==> config.mk <==
export PLATFORM = sky130hd
export DESIGN_NAME = flash_control_status_register
export DESIGN_NICKNAME = d
export VERILOG_FILES = /design/src/common/flash_ctl_pkg.sv /design/src/common/flash_op_if.sv /design/src/design/flash_control_status_register.sv /design/src/design/flash_irq.sv /design/src/design/flash_op_seq.sv
export VERILOG_INCLUDE_DIRS = /design/src /design/src/common
export SDC_FILE = /design/constraint.sdc
export NUM_CORES = 1
export LEC_CHECK = 0
export BUFFER_PORTS_ARGS = -buffer_cell sky130_fd_sc_hd__buf_2
export CAP_MARGIN = 40
export CORE_UTILIZATION = 57
export DETAILED_ROUTE_END_ITERATION = 10
export PLACE_DENSITY_LB_ADDON = 0.1
export SYNTH_ARGS = -nofsm -noshare
export SYNTH_HDL_FRONTEND = slang
export SYNTH_SLANG_ARGS = --single-unit
==> constraint.sdc <==
create_clock -name core_clk_in -period 6 [get_ports core_clk_in]
set_clock_uncertainty 0.15 [all_clocks]
set_input_delay 0.3 -clock core_clk_in [delete_from_list [all_inputs] [get_ports core_clk_in]]
set_output_delay 0.3 -clock core_clk_in [all_outputs]
set_load 0.1 [all_outputs]
==> src/common/flash_ctl_map.svh <==
// offsets, field positions and reset values of the flash control block
// assumes: included by bare name wherever a register or field is decoded
`ifndef FLASH_CTL_MAP_SVH
`define FLASH_CTL_MAP_SVH

// register offsets on the byte-wide register port
`define CTL0_ADDR     16'h01b7
`define CTL1_ADDR     16'h01b5
`define IRQ_STAT_ADDR 16'h01b8
`define IRQ_MASK_ADDR 16'h01b9

// reset values
`define CTL0_RESET    8'h01
`define CTL1_RESET    8'h00
`define MASK_RESET    3'h0
`define LOCK_RESET    8'hff

// flash_control_0 fields
`define B_READY       0
`define B_REWRITE     1
`define B_LOCK_OFF    2
`define B_STOP        3
`define B_RSVD        4
`define B_USER_AREA   5
`define B_PROG_ERR    6
`define B_ERASE_ERR   7

// flash_control_1 field
`define B_MODE_ONE    1

// interrupt event positions
`define EV_DONE       0
`define EV_PROG       1
`define EV_ERASE      2
`define EV_W          3

`endif

==> src/common/flash_ctl_pkg.sv <==
// types shared by the flash control block
// assumes: compiled before the interface and the design modules
package flash_ctl_pkg;

  // command kinds that reach the flash sequencer
  typedef enum logic [1:0] {
    OP_PROGRAM   = 2'h0,
    OP_ERASE     = 2'h1,
    OP_LOCK_PROG = 2'h2,
    OP_LOCK_READ = 2'h3
  } op_kind_t;

  // sequencer states, one-hot
  typedef enum logic [1:0] {
    ST_IDLE = 2'b01,
    ST_RUN  = 2'b10
  } seq_state_t;

endpackage : flash_ctl_pkg

==> src/common/flash_op_if.sv <==
// carrier between the register block and the flash sequencer
// assumes: flash_ctl_pkg compiled first
`timescale 1ns/10ps
interface flash_op_if;
  import flash_ctl_pkg::*;
  logic       go;          // command accepted by the register side
  op_kind_t   kind;        // requested command
  logic [2:0] blk;         // requested block
  logic       lock_off;    // lock protection ignored
  logic       stop;        // flash stopped
  logic       op_done;     // array finished an operation
  logic       op_fail;     // array reports failure with op_done
  logic       ready;       // sequencer idle
  logic       prog_err;    // last program ended in error
  logic       erase_err;   // last erase ended in error
  logic       lock_result; // block state from last lock read
  logic       start;       // pulse that starts the array
  op_kind_t   cur_kind;    // operation in flight
  logic [2:0] cur_blk;     // block in flight
  logic [2:0] ev;          // one-cycle event pulses

  modport ctl (output go, kind, blk, lock_off, stop, op_done, op_fail,
               input ready, prog_err, erase_err, lock_result, start,
               cur_kind, cur_blk, ev);
  modport seq (input go, kind, blk, lock_off, stop, op_done, op_fail,
               output ready, prog_err, erase_err, lock_result, start,
               cur_kind, cur_blk, ev);
endinterface : flash_op_if

==> src/design/flash_control_status_register.sv <==
// flash rewrite controller: control/status registers and command gating
// assumes: byte register port with read data one cycle after the strobe;
// the flash array returns one op_done per op_start
//
// Summary of operation
// - bit 0 reads 0 while an operation runs, 1 when ready.
// - commands accepted only while rewrite enable is 1; writing 0 disables.
// - lock bits honoured when lock-disable is 0, ignored when 1.
// - stop bit halts flash, low power, control circuits reinitialised.
// - in boot mode, area select 0 routes boot area, 1 user area.
// - program and erase error flags read 1 after a failing operation.
// - lock program and lock read also show busy.
// - all flash array accesses blocked while stop bit is 1.
// - erase with lock protection off unlocks the block when it completes without failure.
// - mode-select bit 0 selects erase-write mode zero, 1 mode one.
//
// Our own choice: the address-and-strobe port.
`timescale 1ns/10ps
`include "flash_ctl_map.svh"
module flash_control_status_register (
  input  wire logic                    core_clk_in,   // 250 MHz system clock
  input  wire logic                    rst_in,        // async reset, high
  input  wire logic [15:0]             addr_in,       // register address
  input  wire logic [7:0]              wr_data_in,    // write data
  input  wire logic                    wr_en_in,      // write strobe
  input  wire logic                    rd_en_in,      // read strobe
  output logic      [7:0]              rd_data_out,   // read data, next cycle
  output logic                         irq_out,       // level interrupt
  input  wire logic                    boot_mode_in,  // device in boot mode
  input  wire logic                    cmd_valid_in,  // flash command issued
  input  wire flash_ctl_pkg::op_kind_t cmd_kind_in,   // command kind
  input  wire logic [2:0]              cmd_block_in,  // target block
  input  wire logic                    op_done_in,    // array finished
  input  wire logic                    op_fail_in,    // array failure
  output logic                         op_start_out,  // start pulse to array
  output flash_ctl_pkg::op_kind_t      op_kind_out,   // operation in flight
  output logic      [2:0]              op_block_out,  // block in flight
  output logic                         flash_stop_out,       // low power, reset
  output logic                         flash_access_en_out,  // array reachable
  output logic                         user_area_route_out,  // user area routed
  output logic                         rewrite_mode_out,     // rewrite enabled
  output logic                         lock_off_out,         // locks ignored
  output logic                         mode_one_out,         // erase-write one
  output logic                         lock_result_out       // last lock read
);
  import flash_ctl_pkg::*;

  flash_op_if op ();

  logic       rewrite_r, rewrite_nxt;
  logic       lock_off_r, lock_off_nxt;
  logic       stop_r, stop_nxt;
  logic       area_r, area_nxt;
  logic       mode_one_r, mode_one_nxt;
  logic       arm_rw_r, arm_rw_nxt;     // last write put 0 in rewrite enable
  logic       arm_lk_r, arm_lk_nxt;     // last write put 0 in lock-disable
  logic       arm_md_r, arm_md_nxt;     // last write put 0 in mode select
  logic [2:0] mask_r, mask_nxt;
  logic [7:0] rd_data_nxt;
  logic       access_en_r, access_en_nxt;
  logic       route_r, route_nxt;
  logic       wr_ctl0, wr_ctl1, wr_mask, rd_stat;
  logic [2:0] status;
  logic [7:0] ctl0_view;

  // reset image of control_0; the ready bit itself lives in the sequencer
  localparam logic [7:0] ctl0_init = `CTL0_RESET;

  ////////////////////////////////////////////////////////////////////////
  // address decode
  always_comb begin
    wr_ctl0 = 1'b0;
    wr_ctl1 = 1'b0;
    wr_mask = 1'b0;
    rd_stat = 1'b0;
    if (addr_in == `CTL0_ADDR) begin
      wr_ctl0 = wr_en_in;
    end else if (addr_in == `CTL1_ADDR) begin
      wr_ctl1 = wr_en_in;
    end else if (addr_in == `IRQ_MASK_ADDR) begin
      wr_mask = wr_en_in;
    end else if (addr_in == `IRQ_STAT_ADDR) begin
      rd_stat = rd_en_in;
    end
  end

  ////////////////////////////////////////////////////////////////////////
  // control bits; a 1 lands in rewrite, lock-disable and mode select only right after a 0 was written, stop and area take it directly
  always_comb begin
    rewrite_nxt  = rewrite_r;
    lock_off_nxt = lock_off_r;
    stop_nxt     = stop_r;
    area_nxt     = area_r;
    mode_one_nxt = mode_one_r;
    arm_rw_nxt   = arm_rw_r;
    arm_lk_nxt   = arm_lk_r;
    arm_md_nxt   = arm_md_r;
    mask_nxt     = mask_r;
    if (wr_ctl0) begin
      // an interrupt between the two writes is not visible here
      arm_rw_nxt = ~wr_data_in[`B_REWRITE];
      if (!wr_data_in[`B_REWRITE]) begin
        rewrite_nxt = 1'b0;
      end else if (arm_rw_r) begin
        rewrite_nxt = 1'b1;
      end
      arm_lk_nxt = ~wr_data_in[`B_LOCK_OFF];
      if (!wr_data_in[`B_LOCK_OFF]) begin
        lock_off_nxt = 1'b0;
      end else if (arm_lk_r && rewrite_r) begin
        lock_off_nxt = 1'b1;
      end
      stop_nxt = wr_data_in[`B_STOP];
      area_nxt = wr_data_in[`B_USER_AREA];
    end
    if (wr_ctl1) begin
      arm_md_nxt = ~wr_data_in[`B_MODE_ONE];
      if (!wr_data_in[`B_MODE_ONE]) begin
        mode_one_nxt = 1'b0;
      end else if (arm_md_r && rewrite_r) begin
        mode_one_nxt = 1'b1;
      end
    end
    if (wr_mask) begin
      mask_nxt = wr_data_in[`EV_W-1:0];
    end
    access_en_nxt = ~stop_nxt;
    route_nxt     = ~boot_mode_in | area_nxt;
  end

  always_ff @(posedge core_clk_in or posedge rst_in) begin
    if (rst_in) begin
      rewrite_r   <= ctl0_init[`B_REWRITE];
      lock_off_r  <= 1'b0;
      stop_r      <= 1'b0;
      area_r      <= 1'b0;
      mode_one_r  <= 1'b0;
      arm_rw_r    <= 1'b0;
      arm_lk_r    <= 1'b0;
      arm_md_r    <= 1'b0;
      mask_r      <= `MASK_RESET;
      access_en_r <= 1'b1;
      route_r     <= 1'b0;
    end else begin
      rewrite_r   <= rewrite_nxt;
      lock_off_r  <= lock_off_nxt;
      stop_r      <= stop_nxt;
      area_r      <= area_nxt;
      mode_one_r  <= mode_one_nxt;
      arm_rw_r    <= arm_rw_nxt;
      arm_lk_r    <= arm_lk_nxt;
      arm_md_r    <= arm_md_nxt;
      mask_r      <= mask_nxt;
      access_en_r <= access_en_nxt;
      route_r     <= route_nxt;
    end
  end

  ////////////////////////////////////////////////////////////////////////
  // command gating toward the sequencer
  assign op.go       = cmd_valid_in & rewrite_r & ~stop_r;
  assign op.kind     = cmd_kind_in;
  assign op.blk      = cmd_block_in;
  assign op.lock_off = lock_off_r;
  assign op.stop     = stop_r;
  assign op.op_done  = op_done_in;
  assign op.op_fail  = op_fail_in;

  flash_op_seq u_seq (
    .core_clk_in (core_clk_in),
    .rst_in      (rst_in),
    .op          (op.seq)
  );

  flash_irq u_irq (
    .core_clk_in (core_clk_in),
    .rst_in      (rst_in),
    .ev_in       (op.ev),
    .clr_in      (rd_stat),
    .mask_in     (mask_r),
    .status_out  (status),
    .irq_out     (irq_out)
  );

  ////////////////////////////////////////////////////////////////////////
  // read path; reserved bit and unmapped addresses read zero
  always_comb begin
    ctl0_view = {op.erase_err, op.prog_err, area_r, 1'b0,
                 stop_r, lock_off_r, rewrite_r, op.ready};
    rd_data_nxt = 8'h00;
    if (rd_en_in) begin
      if (addr_in == `CTL0_ADDR) begin
        rd_data_nxt = ctl0_view;
      end else if (addr_in == `CTL1_ADDR) begin
        rd_data_nxt = {6'h00, mode_one_r, 1'b0};
      end else if (addr_in == `IRQ_STAT_ADDR) begin
        rd_data_nxt = {5'h00, status};
      end else if (addr_in == `IRQ_MASK_ADDR) begin
        rd_data_nxt = {5'h00, mask_r};
      end
    end
  end

  always_ff @(posedge core_clk_in or posedge rst_in) begin
    if (rst_in) begin
      rd_data_out <= 8'h00;
    end else begin
      rd_data_out <= rd_data_nxt;
    end
  end

  // outputs that come from sequencer or control flops
  assign op_start_out        = op.start;
  assign op_kind_out         = op.cur_kind;
  assign op_block_out        = op.cur_blk;
  assign flash_stop_out      = stop_r;
  assign flash_access_en_out = access_en_r;
  assign user_area_route_out = route_r;
  assign rewrite_mode_out    = rewrite_r;
  assign lock_off_out        = lock_off_r;
  assign mode_one_out        = mode_one_r;
  assign lock_result_out     = op.lock_result;
endmodule : flash_control_status_register

==> src/design/flash_irq.sv <==
// sticky interrupt status with masked level output
// assumes: events are one-cycle pulses; clr_in pulses on a status read
`timescale 1ns/10ps
`include "flash_ctl_map.svh"
module flash_irq (
  input  wire logic              core_clk_in,  // system clock
  input  wire logic              rst_in,       // async reset, high
  input  wire logic [`EV_W-1:0]  ev_in,        // event pulses
  input  wire logic              clr_in,       // status read clears
  input  wire logic [`EV_W-1:0]  mask_in,      // enable per event
  output logic      [`EV_W-1:0]  status_out,   // sticky status
  output logic                   irq_out       // level interrupt
);
  logic [`EV_W-1:0] status_r;
  logic [`EV_W-1:0] status_nxt;
  logic             irq_nxt;

  // per bit: a new event beats a clear in the same cycle
  genvar i;
  for (i = 0; i < `EV_W; i = i + 1) begin : g_bit
    assign status_nxt[i] = ev_in[i] | (status_r[i] & ~clr_in);
  end

  // level from next values keeps irq aligned with status
  always_comb begin
    irq_nxt = |(status_nxt & mask_in);
  end

  always_ff @(posedge core_clk_in or posedge rst_in) begin
    if (rst_in) begin
      status_r <= '0;
      irq_out  <= 1'b0;
    end else begin
      status_r <= status_nxt;
      irq_out  <= irq_nxt;
    end
  end

  assign status_out = status_r;
endmodule : flash_irq

==> src/design/flash_op_seq.sv <==
// flash operation sequencer: lock bits, busy tracking, result flags
// assumes: the array answers each start with exactly one op_done pulse
`timescale 1ns/10ps
`include "flash_ctl_map.svh"
module flash_op_seq (
  input  wire logic core_clk_in,  // system clock
  input  wire logic rst_in,       // async reset, high
  flash_op_if.seq   op            // command and status carrier
);
  import flash_ctl_pkg::*;

  seq_state_t state_r, state_nxt;
  op_kind_t   kind_r, kind_nxt;
  logic [2:0] blk_r, blk_nxt;
  logic [7:0] lock_r, lock_nxt;   // 0 locked, 1 unlocked
  logic       perr_r, perr_nxt;
  logic       eerr_r, eerr_nxt;
  logic       lres_r, lres_nxt;
  logic       start_r, start_nxt;
  logic       ready_r, ready_nxt;
  logic [2:0] ev_r, ev_nxt;
  logic       blocked;

  ////////////////////////////////////////////////////////////////////////
  // next-state logic
  always_comb begin
    blocked   = ~lock_r[op.blk] & ~op.lock_off &
                (op.kind == OP_PROGRAM || op.kind == OP_ERASE);
    state_nxt = state_r;
    kind_nxt  = kind_r;
    blk_nxt   = blk_r;
    lock_nxt  = lock_r;
    perr_nxt  = perr_r;
    eerr_nxt  = eerr_r;
    lres_nxt  = lres_r;
    start_nxt = 1'b0;
    ev_nxt    = '0;
    case (state_r)
      ST_IDLE: begin
        if (op.go) begin
          kind_nxt = op.kind;
          blk_nxt  = op.blk;
          if (blocked) begin
            // locked block: end in error without touching the array
            perr_nxt = (op.kind == OP_PROGRAM) ? 1'b1 : perr_r;
            eerr_nxt = (op.kind == OP_ERASE) ? 1'b1 : eerr_r;
            ev_nxt   = {op.kind == OP_ERASE, op.kind == OP_PROGRAM, 1'b1};
          end else begin
            start_nxt = 1'b1;
            state_nxt = ST_RUN;
          end
        end
      end
      ST_RUN: begin
        if (op.op_done) begin
          state_nxt        = ST_IDLE;
          ev_nxt[`EV_DONE] = 1'b1;
          case (kind_r)
            OP_PROGRAM, OP_LOCK_PROG: begin
              perr_nxt         = op.op_fail;
              ev_nxt[`EV_PROG] = op.op_fail;
              if (kind_r == OP_LOCK_PROG && !op.op_fail) begin
                lock_nxt[blk_r] = 1'b0;
              end
            end
            OP_ERASE: begin
              eerr_nxt          = op.op_fail;
              ev_nxt[`EV_ERASE] = op.op_fail;
              if (!op.op_fail && op.lock_off) begin
                lock_nxt[blk_r] = 1'b1;
              end
            end
            default: begin
              lres_nxt = lock_r[blk_r];
            end
          endcase
        end
      end
      default: begin
        state_nxt = ST_IDLE;
      end
    endcase
    // stop resets the control circuit and abandons any operation
    if (op.stop) begin
      state_nxt = ST_IDLE;
      start_nxt = 1'b0;
    end
    ready_nxt = (state_nxt == ST_IDLE);
  end

  ////////////////////////////////////////////////////////////////////////
  // registers
  always_ff @(posedge core_clk_in or posedge rst_in) begin
    if (rst_in) begin
      state_r <= ST_IDLE;
      kind_r  <= OP_PROGRAM;
      blk_r   <= 3'h0;
      lock_r  <= `LOCK_RESET;
      perr_r  <= 1'b0;
      eerr_r  <= 1'b0;
      lres_r  <= 1'b0;
      start_r <= 1'b0;
      ready_r <= 1'b1;
      ev_r    <= '0;
    end else begin
      state_r <= state_nxt;
      kind_r  <= kind_nxt;
      blk_r   <= blk_nxt;
      lock_r  <= lock_nxt;
      perr_r  <= perr_nxt;
      eerr_r  <= eerr_nxt;
      lres_r  <= lres_nxt;
      start_r <= start_nxt;
      ready_r <= ready_nxt;
      ev_r    <= ev_nxt;
    end
  end

  assign op.ready       = ready_r;
  assign op.prog_err    = perr_r;
  assign op.erase_err   = eerr_r;
  assign op.lock_result = lres_r;
  assign op.start       = start_r;
  assign op.cur_kind    = kind_r;
  assign op.cur_blk     = blk_r;
  assign op.ev          = ev_r;
endmodule : flash_op_seq

**Yosys cells after proc, flatten, opt, wreduce, memory -nomap -nowiden**

Index checks and enable logic that the tools add are counted.
W data, S select, Z words.

- Bits in registers: 48
- Output and inout port bits: 22
- Word-level logic and storage cells: 154

- $lt $le $gt $ge: 3
- Equal/unequal tests: 22
- Mux-type cells: 59
- Bitwise gates (word level): 24
- Reductions and logical operators: 22

Operator list:

| kind | count |
|---|---|
| $eq A16 B9 Y1 const B | 4 |
| $mux W1 | 37 |
| $mux W8 | 4 |
| $mux W3 | 6 |
| $ne A2 B1 Y1 const B | 9 |
| $pmux W8 S2 | 1 |
| $reduce_and A6 Y1 | 2 |
| $not A1 Y1 | 9 |
| $and A8 B8 Y8 | 1 |
| $eq A2 B1 Y1 const B | 4 |
| $lt A3 B4 Y1 const B | 2 |
| $mux W2 | 4 |
| $not A8 Y8 | 1 |
| $or A8 B8 Y8 | 1 |
| $reduce_and A2 Y1 | 4 |
| $and A1 B1 Y1 | 7 |
| $bmux W1 S3 | 2 |
| $ne A2 B2 Y1 const B | 3 |
| $pmux W3 S2 | 1 |
| $reduce_or A3 Y1 | 2 |
| $logic_and A1 B1 Y1 | 5 |
| $reduce_and A5 Y1 | 1 |
| $eq A2 B2 Y1 const B | 2 |
| $logic_not A2 Y1 | 2 |
| 11 further kinds | 16 |

**Logic depth before layout (Yosys ltp)**

- Depth after elaboration: 10
- Gate-level depth with buffers: 7
- Gate-level depth less buffers: 6

**Cells and area by module**

Synthesis repeated with hierarchy kept, for this count alone.

- Cell total of the unflattened synthesis: 219
- Area total of the unflattened synthesis: 2560.0 um^2

By module, submodules not included:

| module | times used | cells an instance | area an instance (um^2) |
|---|---|---|---|
| flash_op_seq | 1 | 129 | 1411.4 |
| flash_control_status_register | 1 | 78 | 994.7 |
| flash_irq | 1 | 12 | 153.9 |

**Worst setup path after synthesis**

Ideal clock, no wire load.

- Kind: flip-flop to flip-flop
- From: register u_seq.kind_r[0], in the netlist u_seq.op.cur_kind[0]
- To: register with a tool-made name
- Setup time: 0.082 ns
- Arrival time: 2.304 ns
- Data required time: 5.768 ns
- Setup slack: 3.464 ns
- Stages on the path, launching flop included: 5
- Buffers on the path: 0
- Cell sequence: dfrtp_1 -> nand3b_1 -> a2111oi_0 -> nand3_1 -> mux2_2

RTL lines:

| element | RTL line | text |
|---|---|---|
| start: declaration | flash_op_seq.sv:13 | `op_kind_t kind_r, kind_nxt;` |
| start signal: assignment | flash_op_seq.sv:107 | `kind_r <= kind_nxt;` |

**Worst setup path in the final report**

- From: register u_seq.state_r[0]
- To: register u_seq.ev_r[2], in the netlist u_seq.op.ev[2]

- Word-level cells in the longest chain between the ends: 2

RTL lines:

| element | RTL line | text |
|---|---|---|
| start: declaration | flash_op_seq.sv:12 | `seq_state_t state_r, state_nxt;` |
| start signal: assignment | flash_op_seq.sv:106 | `state_r <= state_nxt;` |
| $eq A2 B2 Y1 / $eq A2 B1 Y1 (equally long branches) | flash_op_seq.sv:38 | `case (state_r)` |
| $pmux W3 S2 (*) | flash_op_seq.sv:38 |  |
| net u_seq.ev_nxt[2] | flash_op_seq.sv:21 | `logic [2:0] ev_r, ev_nxt;` |
| end signal: assignment | flash_op_seq.sv:115 | `ev_r <= ev_nxt;` |
| end: declaration | flash_op_seq.sv:21 |  |

Mark *: on every way through the listed nets, which the timed path passes. The rest lies on a longest branch.
A chain may end at the register's enable or synchronous reset.

==> run summary <==
The run finished with clean final reports. The first global-routing pass estimated 8.71 mm of wire. The critical path launch point type was a flip-flop. The run gives 3.66 ns as the setup slack after layout.

The number of slew-limit violations in the final report came out at 0. The startpoint identified for the worst register-to-register timing path is u_seq.state_r[0]$_DFF_PP1_. The run gives 2 as the number of levels the H-tree was split into.

Setup repair after global routing left no endpoint under its margin. Once the floorplan was initialized, standard cells occupied 60.2% of the core. The pre-CTS setup slack was 3.53 ns.

Sink of the worst hold path: user_area_route_out$_DFF_PP0_. The post-synthesis async set-or-reset flop share came out at 100%. After detailed routing, the total wire length is 5.18 mm.

In this run the post-CTS setup repair buffer count came out at 0. The tools report the clock root buffer master as clkbuf_8. The tools report the arrival time reported for the critical path endpoint as 2.41 ns.

The data required time at the worst endpoint was 6.06 ns. The endpoint identified for the worst register-to-register timing path is u_seq.op.ev[2]$_DFF_PP0_. Timing would allow up to 427 MHz. The clock latency on the worst-skew pair was 0.31 ns; the portion of netlist area occupied by mux cells was 16.2%. The most used flip-flop cell after synthesis is dfrtp_1. The horizontal die dimension works out to 67.2 um.

The critical path is of the reg -> reg type. The detailed-route wire length per cell came out at 16.2 um. The flip-flop and latch count after synthesis was 47.

The die area is 4520 um^2. Per report_power, the combinational group accounts for 8.1% of the total. The count of endpoints failing hold in the final timing report is 0. Counting flops with a built-in enable in the synthesized netlist gives 0. After clock tree synthesis, the clock-pin slew on the worst setup and hold paths is 0.10 ns. Of the synthesized area, sequential elements account for 49.1%.

The mapped cell area was 2420 um^2. The number of search-and-repair iterations in the first detailed-routing pass is 5. For the power spent charging and discharging nets, the log shows 0.000146 W. The average cell area after synthesis was 11.4 um^2; the number of cells on the worst hold path was 2. Global routing used 26.3% of the available tracks.

In this run the deepest clock path goes through 2 buffers. In this run the power density over the cells is 212 nW/um^2. By area, the combinational part of the netlist is dominated by simple AND/OR/NAND/NOR gates. For this design the top-level I/O count stands at 59. The run gives 0 as the final-report setup violation count. The register-to-register setup slack came out at 3.66 ns. In this run, flip-flops and latches consume 52.7% of the power. From synthesis to final layout, the design area changed by 18.7%.

For the number of cell rows, the log shows 23. The final weighted congestion in routability-driven placement is 0.920. The quantity of gates resized following cts is 0, and the synthesized-area fraction occupied by xor and xnor cells is 0%.

The fraction of the mapped netlist area in compound gates was 12.8%; the relative contribution of the clock network to total power was 39.2%. Setup total negative slack on the finished layout was measured at 0 ns. The share of synthesized cell area in full adder, half adder and majority cells was 1.03%.

The tools report the number of global-route vias before repair as 1895. Of the cells placed in the final design, the portion with a size suffix greater than 1 is 42.2%. The maximum fanout encountered on the critical timing path is 9, and the max-cap check violation count is 0.

The transition time at the pin with the least slew margin was 1.04 ns. The final worst-path cycle share is 39.1%, and the count of vias placed by the detailed router is 1889. Measured against its own limit, the worst slew margin works out to 30.6%. The tools report the residual overflow from global routing as 0. Final routed DRC violation total: 0.

Net switching is 23.9% of the power. The run gives 212 as the gate count of the mapped netlist. In this run the most critical hold path is launched from boot_mode_in. The smallest clock period supported by the final layout is computed as 2.34 ns. The area of the core is 4030 um^2. For the filler cell count in the final layout, the log shows 313. The internal power of the cells totals 0.000464 W. The total clock buffers created by CTS came out at 5.

In the final design database the tool counted 308 nets. The floorplan step set the die height to 67.2 um. The worst-case IR drop observed on VDD is 161 uV.

The static power due to leakage came out at 1.46 nW. Using the TritonRoute via totals, the vias-per-cell ratio works out to 5.90. After Yosys synthesis, and, or, nand and nor cells account for 17.0% of the synthesized area.

During synthesis, Yosys emitted a total of 0 warnings. Entering global routing, the biggest net connects 38 pins. In this run the remaining antenna-violating nets after routing total 0. The number of antenna diodes in the final layout is 0. In this run, the number of DRC markers left after iteration 0 of detailed routing was 157.

CTS saw 47 sinks. The worst hold-check path type is in -> reg. For the post-detailed-placement half-perimeter wirelength, the log shows 3.77 mm. The number of cells traversed by the worst register-to-register path is 4, and the post-synthesis net count is 251. The port buffer count works out to 54.

The tools report the endpoint kind of the worst setup timing path as a flip-flop. The netlist uses 54 different library cells. TritonCTS built the clock tree. The run gives 0 as the number of antenna violations at the first check in global routing.
## layer usage
metal / vias to the layer above / GRT usage (%) / routed length [um]
met5: - / 0 / 0
met4: 0 / 9.04 / 77
met3: 8 / 5.57 / 259
met2: 66 / 46.4 / 2670
met1: 919 / 31.5 / 2170
li1: 896 / - / -
## cell usage in the layout, fill, tap and decap left out, drive strengths merged, types with 3 or more instances in the layout
| cell type | netlist | routed |
|---|---|---|
| mux2i | 11 | 11 |
| buf | 2 | 56 |
| nand3b | 4 | 4 |
| nor4 | 3 | 3 |
| a21o | 4 | 4 |
| inv | 16 | 17 |
| or2 | 3 | 3 |
| a41o | 3 | 3 |
| nand4 | 3 | 3 |
| mux2 | 21 | 21 |
| or3 | 3 | 3 |
| nor2b | 5 | 5 |
| o22ai | 3 | 3 |
| nor3 | 4 | 4 |
| nand2 | 9 | 9 |
| dfstp | 11 | 11 |
| dfrtp | 36 | 36 |
| a21oi | 3 | 3 |
| nor2 | 9 | 9 |
| clkbuf | 5 | 5 |
| nand3 | 7 | 7 |
| a222oi | 3 | 3 |
| o21ai | 7 | 7 |
## worst max-delay path by stage
| stage | end | slack, ns | start |
|---|---|---|---|
| after floorplan | flip-flop | 3.46 | u_seq.op.cur_kind[0]$_DFFE_PP0P_ |
| after global placement | u_seq.op.prog_err$_DFFE_PP0P_ | 3.50 | cmd_block_in[0] |
| after detailed placement | u_seq.op.erase_err$_DFFE_PP0P_ | 3.53 | cmd_block_in[0] |
| after CTS | u_seq.op.ev[2]$_DFF_PP0_ | 3.69 | u_seq.state_r[0]$_DFF_PP1_ |
| after global routing | flip-flop | 3.52 | u_seq.state_r[0]$_DFF_PP1_ |
| final | u_seq.op.ev[2]$_DFF_PP0_ | 3.66 | u_seq.state_r[0]$_DFF_PP1_ |
## cells in the mapped netlist (3+ instances only)
cell,instances,area [um^2]
nand3_1,6,30.0
mux2i_1,11,110
o22ai_1,3,18.8
inv_1,16,60.1
a41o_1,3,30.0
or2_2,3,18.8
clkbuf_1,5,18.8
a21o_1,4,30.0
nor3_1,4,20.0
mux2_2,21,236
nand3b_1,4,30.0
dfrtp_1,36,901
nor2b_1,5,31.3
a222oi_1,3,30.0
nand2_1,9,33.8
dfstp_2,11,289
a21oi_1,3,15.0
nand4_1,3,18.8
o21ai_0,7,35.0
nor2_1,9,33.8
## power by group through the flow
stage           logic, W  clock network, W  registers, W
2_1_floorplan  0.0000264                 0      0.000328
3_3_place_gp   0.0000456                 0      0.000327
3_5_place_dp   0.0000484                 0      0.000327
4_1_cts        0.0000493          0.000243      0.000321
5_1_grt        0.0000542          0.000257      0.000321
6_report       0.0000491          0.000239      0.000321
## per-stage QoR
step	hold slack, ns	area (um^2)	util (%)	instances	total power [W]
3_5_place_dp	0.0974	2750	68.3	311	0.000375
5_1_grt	0.00648	2880	71.4	320	0.000633
2_1_floorplan	0.205	2420	-	212	0.000354
3_3_place_gp	0.293	2730	67.8	310	0.000372
6_report	0.00693	2880	71.4	320	0.000609
4_1_cts	0.00363	2880	71.4	320	0.000613
## cell type report
type	instances	area (um^2)	share of cell area [%]
Tap cell	50	62.6	2.17
Timing Repair Buffer	57	308	10.7
Multi-Input combinational cell	142	1140	39.7
Clock buffer	5	68.8	2.39
Sequential cell	47	1190	41.3
Clock inverter	3	46.3	1.61
Inverter	16	60.1	2.09
## cells by family after synthesis
group | Yosys count
AND/OR/NAND/NOR | 65
flip-flops | 47
AO/OA/AOI/OAI | 40
multiplexers | 34
buffers and inverters | 23
adder cells (fa/ha/maj) | 2
other | 1
## timing repair
action,4_1_cts,5_1_grt
setup endpoints to repair,0,0
hold buffers,1,0
endpoints found under the hold margin,9,0
## critical path: stages, from the launching register on
cell and delay, ns:
dfstp_2 0.59, ha_1 0.31, nand4b_1 0.47, or3b_2 0.61
o32ai_1 0.13
(Power assumes the default switching activity.)
